File: src/pcc_pkg.sv
// Package of register map, field layout and constants for the PWM channel control block
package pcc_pkg;
  localparam int         NUM_CH        = 4;
  localparam int         CNT_W         = 16;
  localparam int         ADDR_W        = 12;
  localparam int         DATA_W        = 32;
  // Register byte offsets
  localparam logic [11:0] OFS_SHARED_CFG = 12'h000;
  localparam logic [11:0] OFS_EN_SET     = 12'h004;
  localparam logic [11:0] OFS_EN_CLR     = 12'h008;
  localparam logic [11:0] OFS_EN_STATE   = 12'h00c;
  localparam logic [11:0] OFS_IRQ_SET    = 12'h010;
  localparam logic [11:0] OFS_IRQ_CLR    = 12'h014;
  localparam logic [11:0] OFS_IRQ_MASK   = 12'h018;
  localparam logic [11:0] OFS_EVT_FLAGS  = 12'h01c;
  localparam logic [11:0] OFS_CH_BASE    = 12'h200;
  localparam logic [11:0] OFS_CH_STRIDE  = 12'h020;
  localparam logic [11:0] OFS_CH_CFG     = 12'h000;
  localparam logic [11:0] OFS_CH_DUTY    = 12'h004;
  localparam logic [11:0] OFS_CH_PERIOD  = 12'h008;
  localparam logic [11:0] OFS_CH_COUNT   = 12'h00c;
  localparam logic [11:0] OFS_CH_UPDATE  = 12'h010;
  // Shared clock configuration fields
  localparam int         SHARED_A_DIVIDE_FACTOR_LSB      = 0;
  localparam int         SHARED_A_SOURCE_SELECT_LSB      = 8;
  localparam int         SHARED_B_DIVIDE_FACTOR_LSB      = 16;
  localparam int         SHARED_B_SOURCE_SELECT_LSB      = 24;
  localparam logic [31:0] SHARED_CFG_MASK = 32'h0fff0fff;
  // Channel configuration fields
  localparam int         CHANNEL_CLOCK_SOURCE_LSB      = 0;
  localparam int         ALIGN_BIT     = 8;
  localparam int         POL_BIT       = 9;
  localparam int         UPD_BIT       = 10;
  localparam logic [31:0] CH_CFG_MASK   = 32'h0000070f;
  localparam logic [3:0] SRC_MAX_DIV   = 4'ha;
  localparam logic [3:0] SRC_SHARED_A  = 4'hb;
  localparam logic [3:0] SRC_SHARED_B  = 4'hc;
  localparam logic [31:0] RESET_VALUE   = 32'h00000000;
  localparam logic [31:0] UNMAPPED_READ = 32'h00000000;
endpackage

File: src/pcc_top.sv
// Four-channel PWM controller: registers, shared clocks, channel counters
//
// Added by the designer: the strobed register port and the address map.
`timescale 1ns/1ps
`default_nettype none
module pcc_top
  import pcc_pkg::*;
(
  // Clock, reset, clock enable
  input  wire logic              ref_clk_in,
  input  wire logic              rst_in,
  input  wire logic              clk_en_in,
  // Register port
  input  wire logic [ADDR_W-1:0] reg_addr_in,
  input  wire logic [DATA_W-1:0] reg_wdata_in,
  input  wire logic              reg_wr_in,
  input  wire logic              reg_rd_in,
  output logic [DATA_W-1:0]      reg_rdata_out,
  // Channel outputs
  output logic [NUM_CH-1:0]      pwm_out,
  output logic                   irq_out
);
  typedef enum logic [1:0] {
    PCC_DIR_UP   = 2'b01,
    PCC_DIR_DOWN = 2'b10
  } pcc_dir_t;

  logic [31:0]      shared_clock_config;
  logic [31:0]      channel_config [NUM_CH];
  logic [CNT_W-1:0] channel_duty_value [NUM_CH];
  logic [CNT_W-1:0] channel_period_value [NUM_CH];
  logic [CNT_W-1:0] channel_counter_value [NUM_CH];
  logic [CNT_W-1:0] pending_update [NUM_CH];
  logic [NUM_CH-1:0] pending_valid;
  logic [NUM_CH-1:0] channel_enable_state;
  logic [NUM_CH-1:0] irq_mask_state;
  logic [NUM_CH-1:0] period_event_flags;
  logic [NUM_CH-1:0] period_end;
  logic [NUM_CH-1:0] ch_tick;
  pcc_dir_t          dir [NUM_CH];
  logic [10:0]      prescale_tick;
  logic             shared_clock_a;
  logic             shared_clock_b;
  logic [NUM_CH-1:0] hit_cfg;
  logic [NUM_CH-1:0] hit_duty;
  logic [NUM_CH-1:0] hit_period;
  logic [NUM_CH-1:0] hit_update;
  logic [DATA_W-1:0] next_rdata;
  logic             evt_read;
  logic             wr_en;

  assign wr_en = clk_en_in & reg_wr_in;
  assign evt_read = clk_en_in & reg_rd_in & (reg_addr_in == OFS_EVT_FLAGS);

  pcc_prescaler u_prescaler (
    .ref_clk_in (ref_clk_in),
    .rst_in     (rst_in),
    .clk_en_in  (clk_en_in),
    .tick_out   (prescale_tick)
  );

  pcc_shared_div u_shared_a (
    .ref_clk_in       (ref_clk_in),
    .rst_in           (rst_in),
    .clk_en_in        (clk_en_in),
    .source_select_in (shared_clock_config[SHARED_A_SOURCE_SELECT_LSB +: 4]),
    .divide_factor_in (shared_clock_config[SHARED_A_DIVIDE_FACTOR_LSB +: 8]),
    .prescale_tick_in (prescale_tick),
    .tick_out         (shared_clock_a)
  );

  pcc_shared_div u_shared_b (
    .ref_clk_in       (ref_clk_in),
    .rst_in           (rst_in),
    .clk_en_in        (clk_en_in),
    .source_select_in (shared_clock_config[SHARED_B_SOURCE_SELECT_LSB +: 4]),
    .divide_factor_in (shared_clock_config[SHARED_B_DIVIDE_FACTOR_LSB +: 8]),
    .prescale_tick_in (prescale_tick),
    .tick_out         (shared_clock_b)
  );

  // Shared clock configuration register
  always_ff @(posedge ref_clk_in) begin
    if (rst_in) begin
      shared_clock_config <= RESET_VALUE;
    end else if (wr_en && reg_addr_in == OFS_SHARED_CFG) begin
      shared_clock_config <= reg_wdata_in & SHARED_CFG_MASK;
    end
  end

  // Channel enable state; each write is applied in its own cycle
  always_ff @(posedge ref_clk_in) begin
    if (rst_in) begin
      channel_enable_state <= '0;
    end else if (wr_en && reg_addr_in == OFS_EN_SET) begin
      channel_enable_state <= channel_enable_state | reg_wdata_in[NUM_CH-1:0];
    end else if (wr_en && reg_addr_in == OFS_EN_CLR) begin
      channel_enable_state <= channel_enable_state & ~reg_wdata_in[NUM_CH-1:0];
    end
  end

  // Interrupt mask
  always_ff @(posedge ref_clk_in) begin
    if (rst_in) begin
      irq_mask_state <= '0;
    end else if (wr_en && reg_addr_in == OFS_IRQ_SET) begin
      irq_mask_state <= irq_mask_state | reg_wdata_in[NUM_CH-1:0];
    end else if (wr_en && reg_addr_in == OFS_IRQ_CLR) begin
      irq_mask_state <= irq_mask_state & ~reg_wdata_in[NUM_CH-1:0];
    end
  end

  // Period-event flags: a new event wins over the clear-on-read
  always_ff @(posedge ref_clk_in) begin
    if (rst_in) begin
      period_event_flags <= '0;
    end else if (clk_en_in) begin
      period_event_flags <= (evt_read ? '0 : period_event_flags) | period_end;
    end
  end

  always_ff @(posedge ref_clk_in) begin
    if (rst_in) begin
      irq_out <= 1'b0;
    end else if (clk_en_in) begin
      irq_out <= |(period_event_flags & irq_mask_state);
    end
  end

  genvar ch;
  generate
    for (ch = 0; ch < NUM_CH; ch++) begin : g_ch
      localparam logic [11:0] CH_BASE = OFS_CH_BASE + OFS_CH_STRIDE * 12'(ch);
      logic [3:0] src;
      logic       left_end;
      logic       center_end;
      logic       enable_hit;

      assign hit_cfg[ch]    = reg_addr_in == CH_BASE + OFS_CH_CFG;
      assign hit_duty[ch]   = reg_addr_in == CH_BASE + OFS_CH_DUTY;
      assign hit_period[ch] = reg_addr_in == CH_BASE + OFS_CH_PERIOD;
      assign hit_update[ch] = reg_addr_in == CH_BASE + OFS_CH_UPDATE;
      assign src = channel_config[ch][CHANNEL_CLOCK_SOURCE_LSB +: 4];
      assign enable_hit = wr_en & (reg_addr_in == OFS_EN_SET) & reg_wdata_in[ch];

      // Counter clock source selection
      always_comb begin
        if (src <= SRC_MAX_DIV) begin
          ch_tick[ch] = prescale_tick[src];
        end else if (src == SRC_SHARED_A) begin
          ch_tick[ch] = shared_clock_a;
        end else if (src == SRC_SHARED_B) begin
          ch_tick[ch] = shared_clock_b;
        end else begin
          ch_tick[ch] = 1'b0;
        end
      end

      assign left_end = channel_counter_value[ch] + 16'h0001 >= channel_period_value[ch];
      assign center_end = (dir[ch] == PCC_DIR_DOWN) && channel_counter_value[ch] <= 16'h0001;
      assign period_end[ch] = channel_enable_state[ch] & ch_tick[ch] & ~enable_hit &
                              (channel_config[ch][ALIGN_BIT] ? center_end : left_end);

      always_ff @(posedge ref_clk_in) begin
        if (rst_in) begin
          channel_config[ch] <= RESET_VALUE;
        end else if (wr_en && hit_cfg[ch]) begin
          channel_config[ch] <= reg_wdata_in & CH_CFG_MASK;
        end
      end

      // Duty, period and the double-buffered update value
      always_ff @(posedge ref_clk_in) begin
        if (rst_in) begin
          channel_duty_value[ch]   <= '0;
          channel_period_value[ch] <= '0;
          pending_update[ch]       <= '0;
          pending_valid[ch]        <= 1'b0;
        end else if (clk_en_in) begin
          if (reg_wr_in && hit_duty[ch]) begin
            channel_duty_value[ch] <= reg_wdata_in[CNT_W-1:0];
          end else if (reg_wr_in && hit_period[ch]) begin
            channel_period_value[ch] <= reg_wdata_in[CNT_W-1:0];
          end
          if (reg_wr_in && hit_update[ch]) begin
            pending_update[ch] <= reg_wdata_in[CNT_W-1:0];
            pending_valid[ch]  <= 1'b1;
          end else if (pending_valid[ch] && (period_end[ch] || !channel_enable_state[ch])) begin
            pending_valid[ch] <= 1'b0;
            if (channel_config[ch][UPD_BIT]) begin
              channel_period_value[ch] <= pending_update[ch];
            end else begin
              channel_duty_value[ch] <= pending_update[ch];
            end
          end
        end
      end

      // Channel counter
      always_ff @(posedge ref_clk_in) begin
        if (rst_in) begin
          channel_counter_value[ch] <= '0;
          dir[ch] <= PCC_DIR_UP;
        end else if (clk_en_in) begin
          if (enable_hit) begin
            channel_counter_value[ch] <= '0;
            dir[ch] <= PCC_DIR_UP;
          end else if (channel_enable_state[ch] && ch_tick[ch]) begin
            if (!channel_config[ch][ALIGN_BIT]) begin
              dir[ch] <= PCC_DIR_UP;
              if (left_end) begin
                channel_counter_value[ch] <= '0;
              end else begin
                channel_counter_value[ch] <= channel_counter_value[ch] + 16'h0001;
              end
            end else begin
              case (dir[ch])
                PCC_DIR_UP: begin
                  if (channel_counter_value[ch] + 16'h0001 >= channel_period_value[ch]) begin
                    dir[ch] <= PCC_DIR_DOWN;
                  end
                  channel_counter_value[ch] <= channel_counter_value[ch] + 16'h0001;
                end
                PCC_DIR_DOWN: begin
                  if (channel_counter_value[ch] <= 16'h0001) begin
                    dir[ch] <= PCC_DIR_UP;
                    channel_counter_value[ch] <= '0;
                  end else begin
                    channel_counter_value[ch] <= channel_counter_value[ch] - 16'h0001;
                  end
                end
                default: begin
                  dir[ch] <= PCC_DIR_UP;
                end
              endcase
            end
          end
        end
      end

      // Output: starting level while below duty, opposite level after
      always_ff @(posedge ref_clk_in) begin
        if (rst_in) begin
          pwm_out[ch] <= 1'b0;
        end else if (clk_en_in) begin
          if (!channel_enable_state[ch]) begin
            pwm_out[ch] <= 1'b0;
          end else if (channel_counter_value[ch] < channel_duty_value[ch]) begin
            pwm_out[ch] <= channel_config[ch][POL_BIT];
          end else begin
            pwm_out[ch] <= ~channel_config[ch][POL_BIT];
          end
        end
      end
    end
  endgenerate

  // Read decode
  always_comb begin
    next_rdata = UNMAPPED_READ;
    if (reg_addr_in == OFS_SHARED_CFG) begin
      next_rdata = shared_clock_config;
    end else if (reg_addr_in == OFS_EN_STATE) begin
      next_rdata = {{(DATA_W-NUM_CH){1'b0}}, channel_enable_state};
    end else if (reg_addr_in == OFS_IRQ_MASK) begin
      next_rdata = {{(DATA_W-NUM_CH){1'b0}}, irq_mask_state};
    end else if (reg_addr_in == OFS_EVT_FLAGS) begin
      next_rdata = {{(DATA_W-NUM_CH){1'b0}}, period_event_flags};
    end else begin
      for (int i = 0; i < NUM_CH; i++) begin
        if (hit_cfg[i]) begin
          next_rdata = channel_config[i];
        end else if (hit_duty[i]) begin
          next_rdata = {16'h0000, channel_duty_value[i]};
        end else if (hit_period[i]) begin
          next_rdata = {16'h0000, channel_period_value[i]};
        end else if (reg_addr_in == OFS_CH_BASE + OFS_CH_STRIDE * 12'(i) + OFS_CH_COUNT) begin
          next_rdata = {16'h0000, channel_counter_value[i]};
        end
      end
    end
  end

  always_ff @(posedge ref_clk_in) begin
    if (rst_in) begin
      reg_rdata_out <= '0;
    end else if (clk_en_in) begin
      reg_rdata_out <= reg_rd_in ? next_rdata : '0;
    end
  end
endmodule
`default_nettype wire

File: src/pcc_prescaler.sv
// Master-clock prescaler producing one-cycle ticks at divide-by-2^n rates
`timescale 1ns/1ps
`default_nettype none
module pcc_prescaler
  import pcc_pkg::*;
(
  // Clock and reset
  input  wire logic        ref_clk_in,
  input  wire logic        rst_in,
  input  wire logic        clk_en_in,
  // Tick outputs, bit n pulses once every 2^n cycles
  output logic [10:0]      tick_out
);
  logic [10:0] count;

  always_ff @(posedge ref_clk_in) begin
    if (rst_in) begin
      count <= 11'h000;
    end else if (clk_en_in) begin
      count <= count + 11'h001;
    end
  end

  // A bit of the tick fires when all lower count bits are ones
  genvar g;
  generate
    for (g = 0; g < 11; g++) begin : g_tick
      if (g == 0) begin : g_first
        assign tick_out[g] = clk_en_in;
      end else begin : g_rest
        assign tick_out[g] = clk_en_in & (&count[g-1:0]);
      end
    end
  endgenerate
endmodule
`default_nettype wire

File: src/pcc_shared_div.sv
// Shared divided clock: prescaler tick selection followed by 8-bit divider
`timescale 1ns/1ps
`default_nettype none
module pcc_shared_div
  import pcc_pkg::*;
(
  // Clock and reset
  input  wire logic        ref_clk_in,
  input  wire logic        rst_in,
  input  wire logic        clk_en_in,
  // Configuration
  input  wire logic [3:0]  source_select_in,
  input  wire logic [7:0]  divide_factor_in,
  input  wire logic [10:0] prescale_tick_in,
  // Divided tick
  output logic             tick_out
);
  logic       src_tick;
  logic [7:0] count;

  always_comb begin
    if (source_select_in <= SRC_MAX_DIV) begin
      src_tick = prescale_tick_in[source_select_in];
    end else begin
      src_tick = 1'b0;
    end
  end

  always_ff @(posedge ref_clk_in) begin
    if (rst_in) begin
      count <= 8'h00;
    end else if (clk_en_in) begin
      if (divide_factor_in == 8'h00) begin
        count <= 8'h00;
      end else if (src_tick) begin
        if (count >= divide_factor_in - 8'h01) begin
          count <= 8'h00;
        end else begin
          count <= count + 8'h01;
        end
      end
    end
  end

  // Zero factor stops the clock, one passes source, larger factors divide
  assign tick_out = (divide_factor_in != 8'h00) & src_tick &
                    (count >= divide_factor_in - 8'h01);
endmodule
`default_nettype wire

File: config.mk
export PLATFORM = sky130hd
export DESIGN_NAME = pcc_top
export DESIGN_NICKNAME = d
export VERILOG_FILES = /design/src/pcc_pkg.sv /design/src/pcc_top.sv /design/src/pcc_prescaler.sv /design/src/pcc_shared_div.sv
export SDC_FILE = /design/constraint.sdc
export NUM_CORES = 1
export LEC_CHECK = 0
export ABC_CLOCK_PERIOD_IN_PS = 4900
export BUFFER_PORTS_ARGS = -buffer_cell sky130_fd_sc_hd__buf_2
export CELL_PAD_IN_SITES_DETAIL_PLACEMENT = 0
export CELL_PAD_IN_SITES_GLOBAL_PLACEMENT = 2
export CORE_UTILIZATION = 25
export DETAILED_ROUTE_END_ITERATION = 10
export PLACE_DENSITY = 0.68
export SYNTH_ARGS = -nofsm -noshare
export SYNTH_HDL_FRONTEND = slang
export SYNTH_SLANG_ARGS = --single-unit
File: constraint.sdc
create_clock -name ref_clk_in -period 4.9 [get_ports ref_clk_in]
set_input_delay 0.245 -clock ref_clk_in [delete_from_list [all_inputs] [get_ports ref_clk_in]]
set_output_delay 0.245 -clock ref_clk_in [all_outputs]
set_load 0.01 [all_outputs]
==> metrics.log, run 1 <==
[metrics] outcome: completed
[metrics] transition time at the pin with the least slew margin: 1160 ps
[metrics] ratio of cells with drive above 1 in the final layout: 11.3%
[metrics] # fillers: 10800
[metrics] max-cap viol count: 0
[metrics] Syn. warnings: 0
[metrics] headroom to the max-slew limit: 21.6%
[metrics] layout overhead on the synthesized area: 17.0%
[metrics] endpoint kind of the worst setup timing path: register
[metrics] number of H-tree levels: 2
[metrics] type of the most critical hold path: primary input to register
[metrics] final setup violation count: 0
[metrics] synthesized area: 26000 µm²
[metrics] f_max: 0.220 GHz
[metrics] number of standard cells after synthesis: 2863
[metrics] clock skew: 25.7 ps
[metrics] gpl congestion: 0.897
[metrics] Worst Hold Depth: 3
[metrics] worst endpoint required time: 5250 ps
[metrics] Wirelength per Cell: 23.0 µm
[metrics] element type at the critical path start: register
[metrics] Crit Path Class: register to register
[metrics] maximum resistive drop on vdd: 0.251 mV
[metrics] maximum buffer depth of the clock tree: 3
[metrics] core area: 102000 µm²
[metrics] stage delay of the slowest cell on the critical path: 440 ps
[metrics] DRC: 0
[metrics] number of antenna violations at the first check in global routing: 9
[metrics] via/cell ratio: 5.07
[metrics] setup slack on the worst flop-to-flop path: 360 ps
[metrics] maximum net fanout on the critical path: 12
[metrics] final-report hold violation count: 0
[metrics] cell-by-cell listing of the critical path: nand3_1, or2_2, nor3_1, and3_1, and3_1, nand3_1, xnor2_1, ha_1, nand4_1, a211oi_1, o21ai_0, a21oi_1, a41o_1, nand2_1, a211o_1, buf_4, mux2i_1
[metrics] floorplan row count: 117
[metrics] Mapped Avg Cell Area: 9.07 µm²
[metrics] total global routing track utilization: 18.7%
[metrics] starting density of the core: 25.4%
[metrics] library cell contributing the largest single delay on the critical path: edfxtp_1
[metrics] shortest period the worst path allows: 4540 ps
[metrics] count of state elements after synthesis: 391
[metrics] maximum number of pins on one net before global-route repair: 61
[metrics] Post-Synth Simple-Gate Area: 19.2%
[metrics] Gates resized, CTS repair: 0
[metrics] Congestion Overflow GR: 0
[metrics] clock buffers created by TritonCTS: 50
[metrics] insertion delay to the later sink of the worst-skew pair: 610 ps
[metrics] Final Hold Slack: 55.8 ps
[metrics] via count: 22200
[metrics] clock-pin slew reported for the worst setup and hold paths after clock tree synthesis: 60 ps
[metrics] EDFF count, synth: 292
[metrics] height of the chip: 324 µm
[metrics] LEAKAGE: 12.3 nW
[metrics] clock tree root driver cell: clkbuf_16
[metrics] data arrival time of the critical path: 4880 ps
[metrics] fraction of registers with async set or reset after synthesis: 0%
[metrics] total half-perimeter wirelength after legalization and detailed placement: 74.0 mm
[metrics] Antenna Nets Post-Route: 0
[metrics] setup_tns: 0 ps
[metrics] core occupancy in the finished layout: 29.7%
[metrics] Net count, final: 3184
[metrics] clock sinks: 391
[metrics] unrepaired setup endpoints after global routing: no
[metrics] clock tree from TritonCTS: built
[metrics] first-pass GRT wire length: 148 mm
[metrics] total power divided by cell area: 280 nW/µm²
[metrics] Port Buffers: 77
[metrics] area fraction in compound gates after synthesis: 16.5%
[metrics] mux share of post-synthesis cell area: 4.98%
[metrics] overall die area: 105000 µm²
[metrics] share of synthesized cell area in full adder, half adder and majority cells: 8.19%
[metrics] count of TritonRoute iterations in the first routing pass: 6
[metrics] number of ports placed on the die boundary: 86
[metrics] sequential-to-total area share from yosys stat: 41.4%
[metrics] Final Slew Violations: 0
[metrics] xor/xnor share of the synthesized area: 3.30%
[metrics] via count of the first global-routing pass: 21500
[metrics] Top FF cell, synth: edfxtp_1
[metrics] final cycle utilization of the critical path: 92.6%
[metrics] depth of the worst register-to-register path: 17
[metrics] Detailed Route Iter0 Violations: 2104
[metrics] main combinational cell family by area after synthesis: simple AND/OR/NAND/NOR gates
[metrics] distinct cell type count after synthesis: 89
[metrics] Chip Width: 324 µm
[metrics] wirelength, routed: 101 mm
through the flow:
step           instance area [µm²]  worst slack [ps]  power, mW  std cells
3_3_place_gp                 28500               342       4.58       4267
2_1_floorplan                26000               235       4.22       2866
6_report                     30400               365       8.51       4376
3_5_place_dp                 28500               327       4.58       4267
4_1_cts                      30400               303       8.59       4373
5_1_grt                      30400              5.50       8.77       4374
layout by cell type, fill, tap and decap left out, types with 10 or more instances in the layout:
master,count
nand2_1,327
nor2_1,181
o21a_1,19
clkbuf_1,10
buf_2,76
o22ai_1,17
inv_1,247
nand2b_1,34
a21o_1,30
a21oi_1,134
ha_1,170
and2_1,68
nand3_1,108
xnor2_1,55
a22o_1,22
nor3b_1,15
a222oi_1,10
clkbuf_16,53
a211oi_1,16
dlygate4sd3_1,13
o21ai_0,138
a22oi_1,71
nand4_1,32
o221ai_1,18
nor4_1,15
mux2i_1,119
nor2b_1,15
or3_1,25
dfxtp_1,99
or4_1,12
or2_2,13
a31oi_1,19
xor2_1,43
a2111oi_0,13
buf_4,136
edfxtp_1,292
a221oi_1,21
and3_1,68
nor3_1,59
cells in the mapped netlist (10+ instances only):
library cell  instances  area share (%)
a22oi_1              71             2.1
a222oi_1             10            0.39
a21oi_1             134             2.6
clkbuf_1            158             2.3
o21a_1               19            0.55
a22o_1               22            0.74
nor2_1              183             2.6
a21o_1               30            0.87
or3_1                25            0.60
nand3_1             108             2.1
nand2b_1             34            0.82
a221oi_1             21            0.71
o22ai_1              17            0.41
xnor2_1              55             1.9
nor3b_1              16            0.46
nor2b_1              15            0.36
nor4_1               17            0.41
o21ai_0             141             2.7
and3_1               68             1.6
inv_1               247             3.6
or4_1                12            0.35
xor2_1               43             1.4
and2_1               68             1.6
nor3_1               63             1.2
mux2i_1             119             4.6
dfxtp_1              99             7.6
ha_1                170             8.2
or2_2                13            0.31
nand4_1              32            0.77
a211oi_1             16            0.46
nand2_1             327             4.7
o221ai_1             18            0.61
a31oi_1              20            0.48
buf_2                12            0.23
edfxtp_1            292              34
a2111oi_0            13            0.44
area by class of cell:
type | count | area [µm²] | share of cell area [%]
Sequential cell | 391 | 10800 | 35.4
Tap cell | 1368 | 1710 | 5.63
Clock inverter | 22 | 269 | 0.885
Inverter | 248 | 931 | 3.06
Multi-Input combinational cell | 2044 | 13600 | 44.8
Antenna cell | 2 | 5.00 | 0.0165
Clock buffer | 71 | 1470 | 4.83
Timing Repair Buffer | 230 | 1630 | 5.37
critical path, delay by kind of cell (launching register included):
family                     cells  cell delay (ps)
AOI/OAI and AO/OA              5             1260
DFF                            1              440
muxes                          1              150
buffers and inverters          1              230
xor gates and xnor gates       1              170
adders and majority gates      1              330
and+or+nand+nor                8             1720
where the power goes:
group	switching, mW	internal [mW]	leakage, nW	total (mW)
combinational	0.502	0.250	7.73	0.752
clock	1.59	2.40	0.854	3.98
sequential	0.117	3.66	3.69	3.78
worst paths after layout:
kind                                             startpoint                  endpoint
worst min register to register         u_prescaler.count[9]      u_prescaler.count[9]
worst max-delay path            channel_counter_value[3][0]  channel_duty_value[3][7]
worst min-delay path                              reg_wr_in          pending_valid[0]
worst max register to register  channel_counter_value[3][0]  channel_duty_value[3][7]
flip-flops by register name (all words and copies together) (netlist names), 8 cells and up, named ones only:
| register | count |
|---|---|
| channel_period_value | 64 |
| pending_update | 64 |
| shared_clock_config | 24 |
| u_shared_b.count | 8 |
| channel_config | 28 |
| dir | 8 |
| u_shared_a.count | 8 |
| reg_rdata_out | 28 |
| channel_duty_value | 64 |
| channel_counter_value | 64 |
| u_prescaler.count | 10 |
metal layers:
layer | track usage (%) | share of wire (%) | routed length (µm) | vias to the layer above
li1 | - | - | - | 10600
met4 | 4.37 | 2.2 | 2170 | 2
met5 | 0 | 0.013 | 13 | -
met3 | 2.25 | 6.2 | 6250 | 95
met1 | 26.9 | 47 | 47100 | 10800
met2 | 29.6 | 45 | 45100 | 701
cells by family after synthesis:
| family | after synthesis |
|---|---|
| muxes | 124 |
| and+or+nand+nor | 1014 |
| DFF | 391 |
| buffers and inverters | 431 |
| adders and majority gates | 170 |
| xor gates and xnor gates | 98 |
| AOI/OAI and AO/OA | 634 |
| other | 1 |
repair_timing:
action | CTS | global route
setup endpoints to repair | 0 | 19
buffers inserted | 0 | 1
hold endpoints to repair | 16 | 0
hold buffers | 13 | 0
Note: power is estimated with default switching activity, not from simulation.
==> run 2, diff against run 1 <==
--- a/config.mk
+++ b/config.mk
@@ -12,6 +12,7 @@
 export CORE_UTILIZATION = 25
 export DETAILED_ROUTE_END_ITERATION = 10
 export PLACE_DENSITY = 0.68
+export REMOVE_ABC_BUFFERS = 1
 export SYNTH_ARGS = -nofsm -noshare
 export SYNTH_HDL_FRONTEND = slang
 export SYNTH_SLANG_ARGS = --single-unit
==> run 2 against run 1 <==
Net effect:
- count of clock-buffer cells in the layout is 11 lower
- power is 3.3% lower
- clock power is 6.8% lower
- register-to-register slack worse by 80 ps
- sequential share of layout area is 0.14 points higher
- flip-flop and latch count stayed put
- critical path depth stayed put
- largest power group is now sequential cells
==> metrics.log, run 2 (synthesis gave the netlist of run 1 again) <==
[metrics] outcome: completed (unchanged)
[metrics] Detailed Route Iter0 Violations: 2105 (was 2104)
[metrics] number of ports placed on the die boundary: 86 (unchanged)
[metrics] final cycle utilization of the critical path: 94.1% (was 92.6%)
[metrics] final setup violation count: 0 (unchanged)
[metrics] Chip Width: 324 µm (unchanged)
[metrics] clock tree from TritonCTS: built (unchanged)
[metrics] commonest non-fill, non-tap cell in the layout: nand2_1 (unchanged)
[metrics] count of TritonRoute iterations in the first routing pass: 5 (was 6)
[metrics] Gates resized, CTS repair: 0 (unchanged)
[metrics] switching power summed over all nets: 2.17 mW (was 2.20 mW)
[metrics] via count of the first global-routing pass: 21200 (was 21500)
[metrics] DRC: 0 (unchanged)
[metrics] worst slack at placement: 219 ps (was 327 ps)
[metrics] number of H-tree levels: 2 (unchanged)
[metrics] layout overhead on the synthesized area: 16.5% (was 17.0%)
[metrics] top library cells by usage in the layout, fill and taps aside: nand2_1, edfxtp_1, inv_1 (unchanged)
[metrics] floorplan row count: 117 (unchanged)
[metrics] number of antenna violations at the first check in global routing: 7 (was 9)
[metrics] wirelength, routed: 100 mm (was 101 mm)
[metrics] shortest period the worst path allows: 4610 ps (was 4540 ps)
[metrics] height of the chip: 324 µm (unchanged)
[metrics] clock network fraction of total power: 45.0% (was 46.8%)
[metrics] core occupancy in the finished layout: 29.6% (was 29.7%)
[metrics] Crit Path Class: register to register (unchanged)
[metrics] Port Buffers: 77 (unchanged)
[metrics] library cell contributing the largest single delay on the critical path: a211o_1 (was edfxtp_1)
[metrics] clock-pin slew reported for the worst setup and hold paths after clock tree synthesis: 60 ps (about the same)
[metrics] post-route setup slack: 287 ps (was 365 ps)
[metrics] stage delay of the slowest cell on the critical path: 570 ps (was 440 ps)
[metrics] first-pass GRT wire length: 146 mm (was 148 mm)
[metrics] via/cell ratio: 5.07 (about the same)
[metrics] Congestion Overflow GR: 0 (unchanged)
[metrics] count of placed standard cells in the final layout, fillers left out: 4381 (was 4376)
[metrics] total power divided by cell area: 272 nW/µm² (was 280 nW/µm²)
[metrics] # fillers: 10800 (about the same)
[metrics] overall die area: 105000 µm² (unchanged)
[metrics] net switching fraction of the power: 26.3% (was 25.9%)
[metrics] endpoint kind of the worst setup timing path: register (unchanged)
[metrics] maximum number of pins on one net before global-route repair: 98 (was 61)
[metrics] via count: 22200 (about the same)
[metrics] starting density of the core: 25.4% (unchanged)
[metrics] gpl congestion: 0.941 (was 0.897)
[metrics] element type at the critical path start: register (unchanged)
[metrics] multi-input combinational cell area: 13600 µm² (about the same)
[metrics] clock sinks: 391 (unchanged)
[metrics] maximum resistive drop on vdd: 0.265 mV (was 0.251 mV)
[metrics] unrepaired setup endpoints after global routing: no (unchanged)
[metrics] total half-perimeter wirelength after legalization and detailed placement: 74.8 mm (was 74.0 mm)
[metrics] data arrival time of the critical path: 4880 ps (about the same)
[metrics] core area: 102000 µm² (unchanged)
[metrics] clock skew: 23.0 ps (was 25.7 ps)
[metrics] LEAKAGE: 12.2 nW (was 12.3 nW)
[metrics] insertion delay to the later sink of the worst-skew pair: 630 ps (was 610 ps)
[metrics] ratio of cells with drive above 1 in the final layout: 11.1% (was 11.3%)
[metrics] max-cap viol count: 0 (unchanged)
[metrics] Final Slew Violations: 0 (unchanged)
[metrics] critical path's most frequent cell: nor2_1
[metrics] area used by sequential logic in the layout: 10800 µm² (unchanged)
[metrics] transition time at the pin with the least slew margin: 1090 ps (was 1160 ps)
[metrics] f_max: 0.217 GHz (was 0.220 GHz)
[metrics] final-report hold violation count: 0 (unchanged)
[metrics] Wirelength per Cell: 22.8 µm (was 23.0 µm)
[metrics] Cell Int Power: 6.06 mW (was 6.31 mW)
[metrics] headroom to the max-slew limit: 27.2% (was 21.6%)
[metrics] total global routing track utilization: 18.5% (was 18.7%)
[metrics] Antenna Nets Post-Route: 0 (unchanged)
[metrics] logic gate share of total power: 9.0% (was 8.8%)
[metrics] count of placed standard cells including taps: 4274 (was 4267)
[metrics] sequential power share: 45.9% (was 44.4%)
[metrics] maximum net fanout on the critical path: 16 (was 12)
[metrics] worst endpoint required time: 5170 ps (was 5250 ps)
[metrics] clock buffers created by TritonCTS: 49 (was 50)
[metrics] Net count, final: 3192 (was 3184)
[metrics] clock tree root driver cell: clkbuf_16 (unchanged)
[metrics] cell-by-cell listing of the critical path: ha_1, nand2_1, nor2_1, nand3_1, nor2_1, nor2b_1, or2_2, ha_1, o21ai_0, nor2_1, o21a_1, o2111ai_1, nand4_1, a21o_1, a31oi_1, nor4b_2, a211o_1 (was nand3_1, or2_2, nor3_1, and3_1, and3_1, nand3_1, xnor2_1, ha_1, nand4_1, a211oi_1, o21ai_0, a21oi_1, a41o_1, nand2_1, a211o_1, buf_4, mux2i_1)
[metrics] type of the most critical hold path: primary input to register (unchanged)
[metrics] maximum buffer depth of the clock tree: 3 (unchanged)
==> run 2: power groups by stage <==
stage	clock network (mW)	logic, mW	registers (mW)
after CTS	3.79	0.741	3.78
after floorplan	0	0.365	3.81
after global routing	3.88	0.814	3.79
final	3.71	0.742	3.78
after global placement	0	0.729	3.85
after detailed placement	0	0.727	3.85
==> run 2: final timing paths <==
kind                            slack, ps  depth (start not counted)                        start                          end
worst min-delay path                   80                          3              reg_wdata_in[2]                     register
worst max-delay path                  290                         17  channel_counter_value[1][0]  channel_period_value[1][15]
worst min register to register        470                          1                   pwm_out[2]                   pwm_out[2]
worst max register to register        290                         17  channel_counter_value[1][0]  channel_period_value[1][15]
==> run 2: through the flow <==
stage          hold WS [ps]  instance area [µm²]  TNS, ps  total power, mW
2_1_floorplan           314                25200   -55110             4.17
3_3_place_gp            446                28500        0             4.58
3_5_place_dp            463                28500        0             4.58
4_1_cts                42.3                30300        0             8.31
5_1_grt                80.7                30300        0             8.49
6_report               84.3                30300        0             8.23
==> run 2: per-layer routing <==
metal / global-route usage [%] / share of wire [%] / routed length, µm / vias up
met3: 2.53 / 6.3 / 6300 / 132
met4: 5.88 / 2.9 / 2920 / 12
met5: 0 / 0.092 / 92 / -
met2: 28.8 / 44 / 44000 / 697
li1: - / - / - / 10600
met1: 26.2 / 47 / 46700 / 10800
==> run 2: what timing repair did <==
| action | 4_1_cts | 5_1_grt |
|---|---|---|
| endpoints found under the setup margin | 0 | 64 |
| hold buffers | 15 | 0 |
| setup buffers | 0 | 1 |
| hold endpoints to repair | 20 | 0 |
==> run 2: critical path, delay by kind of cell, from the launching register on <==
kind                       cells  cell delay [ps]
AOI/OAI and AO/OA              6             1700
and+or+nand+nor                9             1660
DFF                            1              350
adders and majority gates      2              530
==> run 2: final cells by class <==
cell class	count	area share (%)
clock inverter	29	0.889
sequential	391	35.5
antenna	2	0.0165
clock buffer	60	4.33
timing repair buffer	239	5.55
multi-input combinational	2044	45.0
tap	1368	5.66
inverter	248	3.08
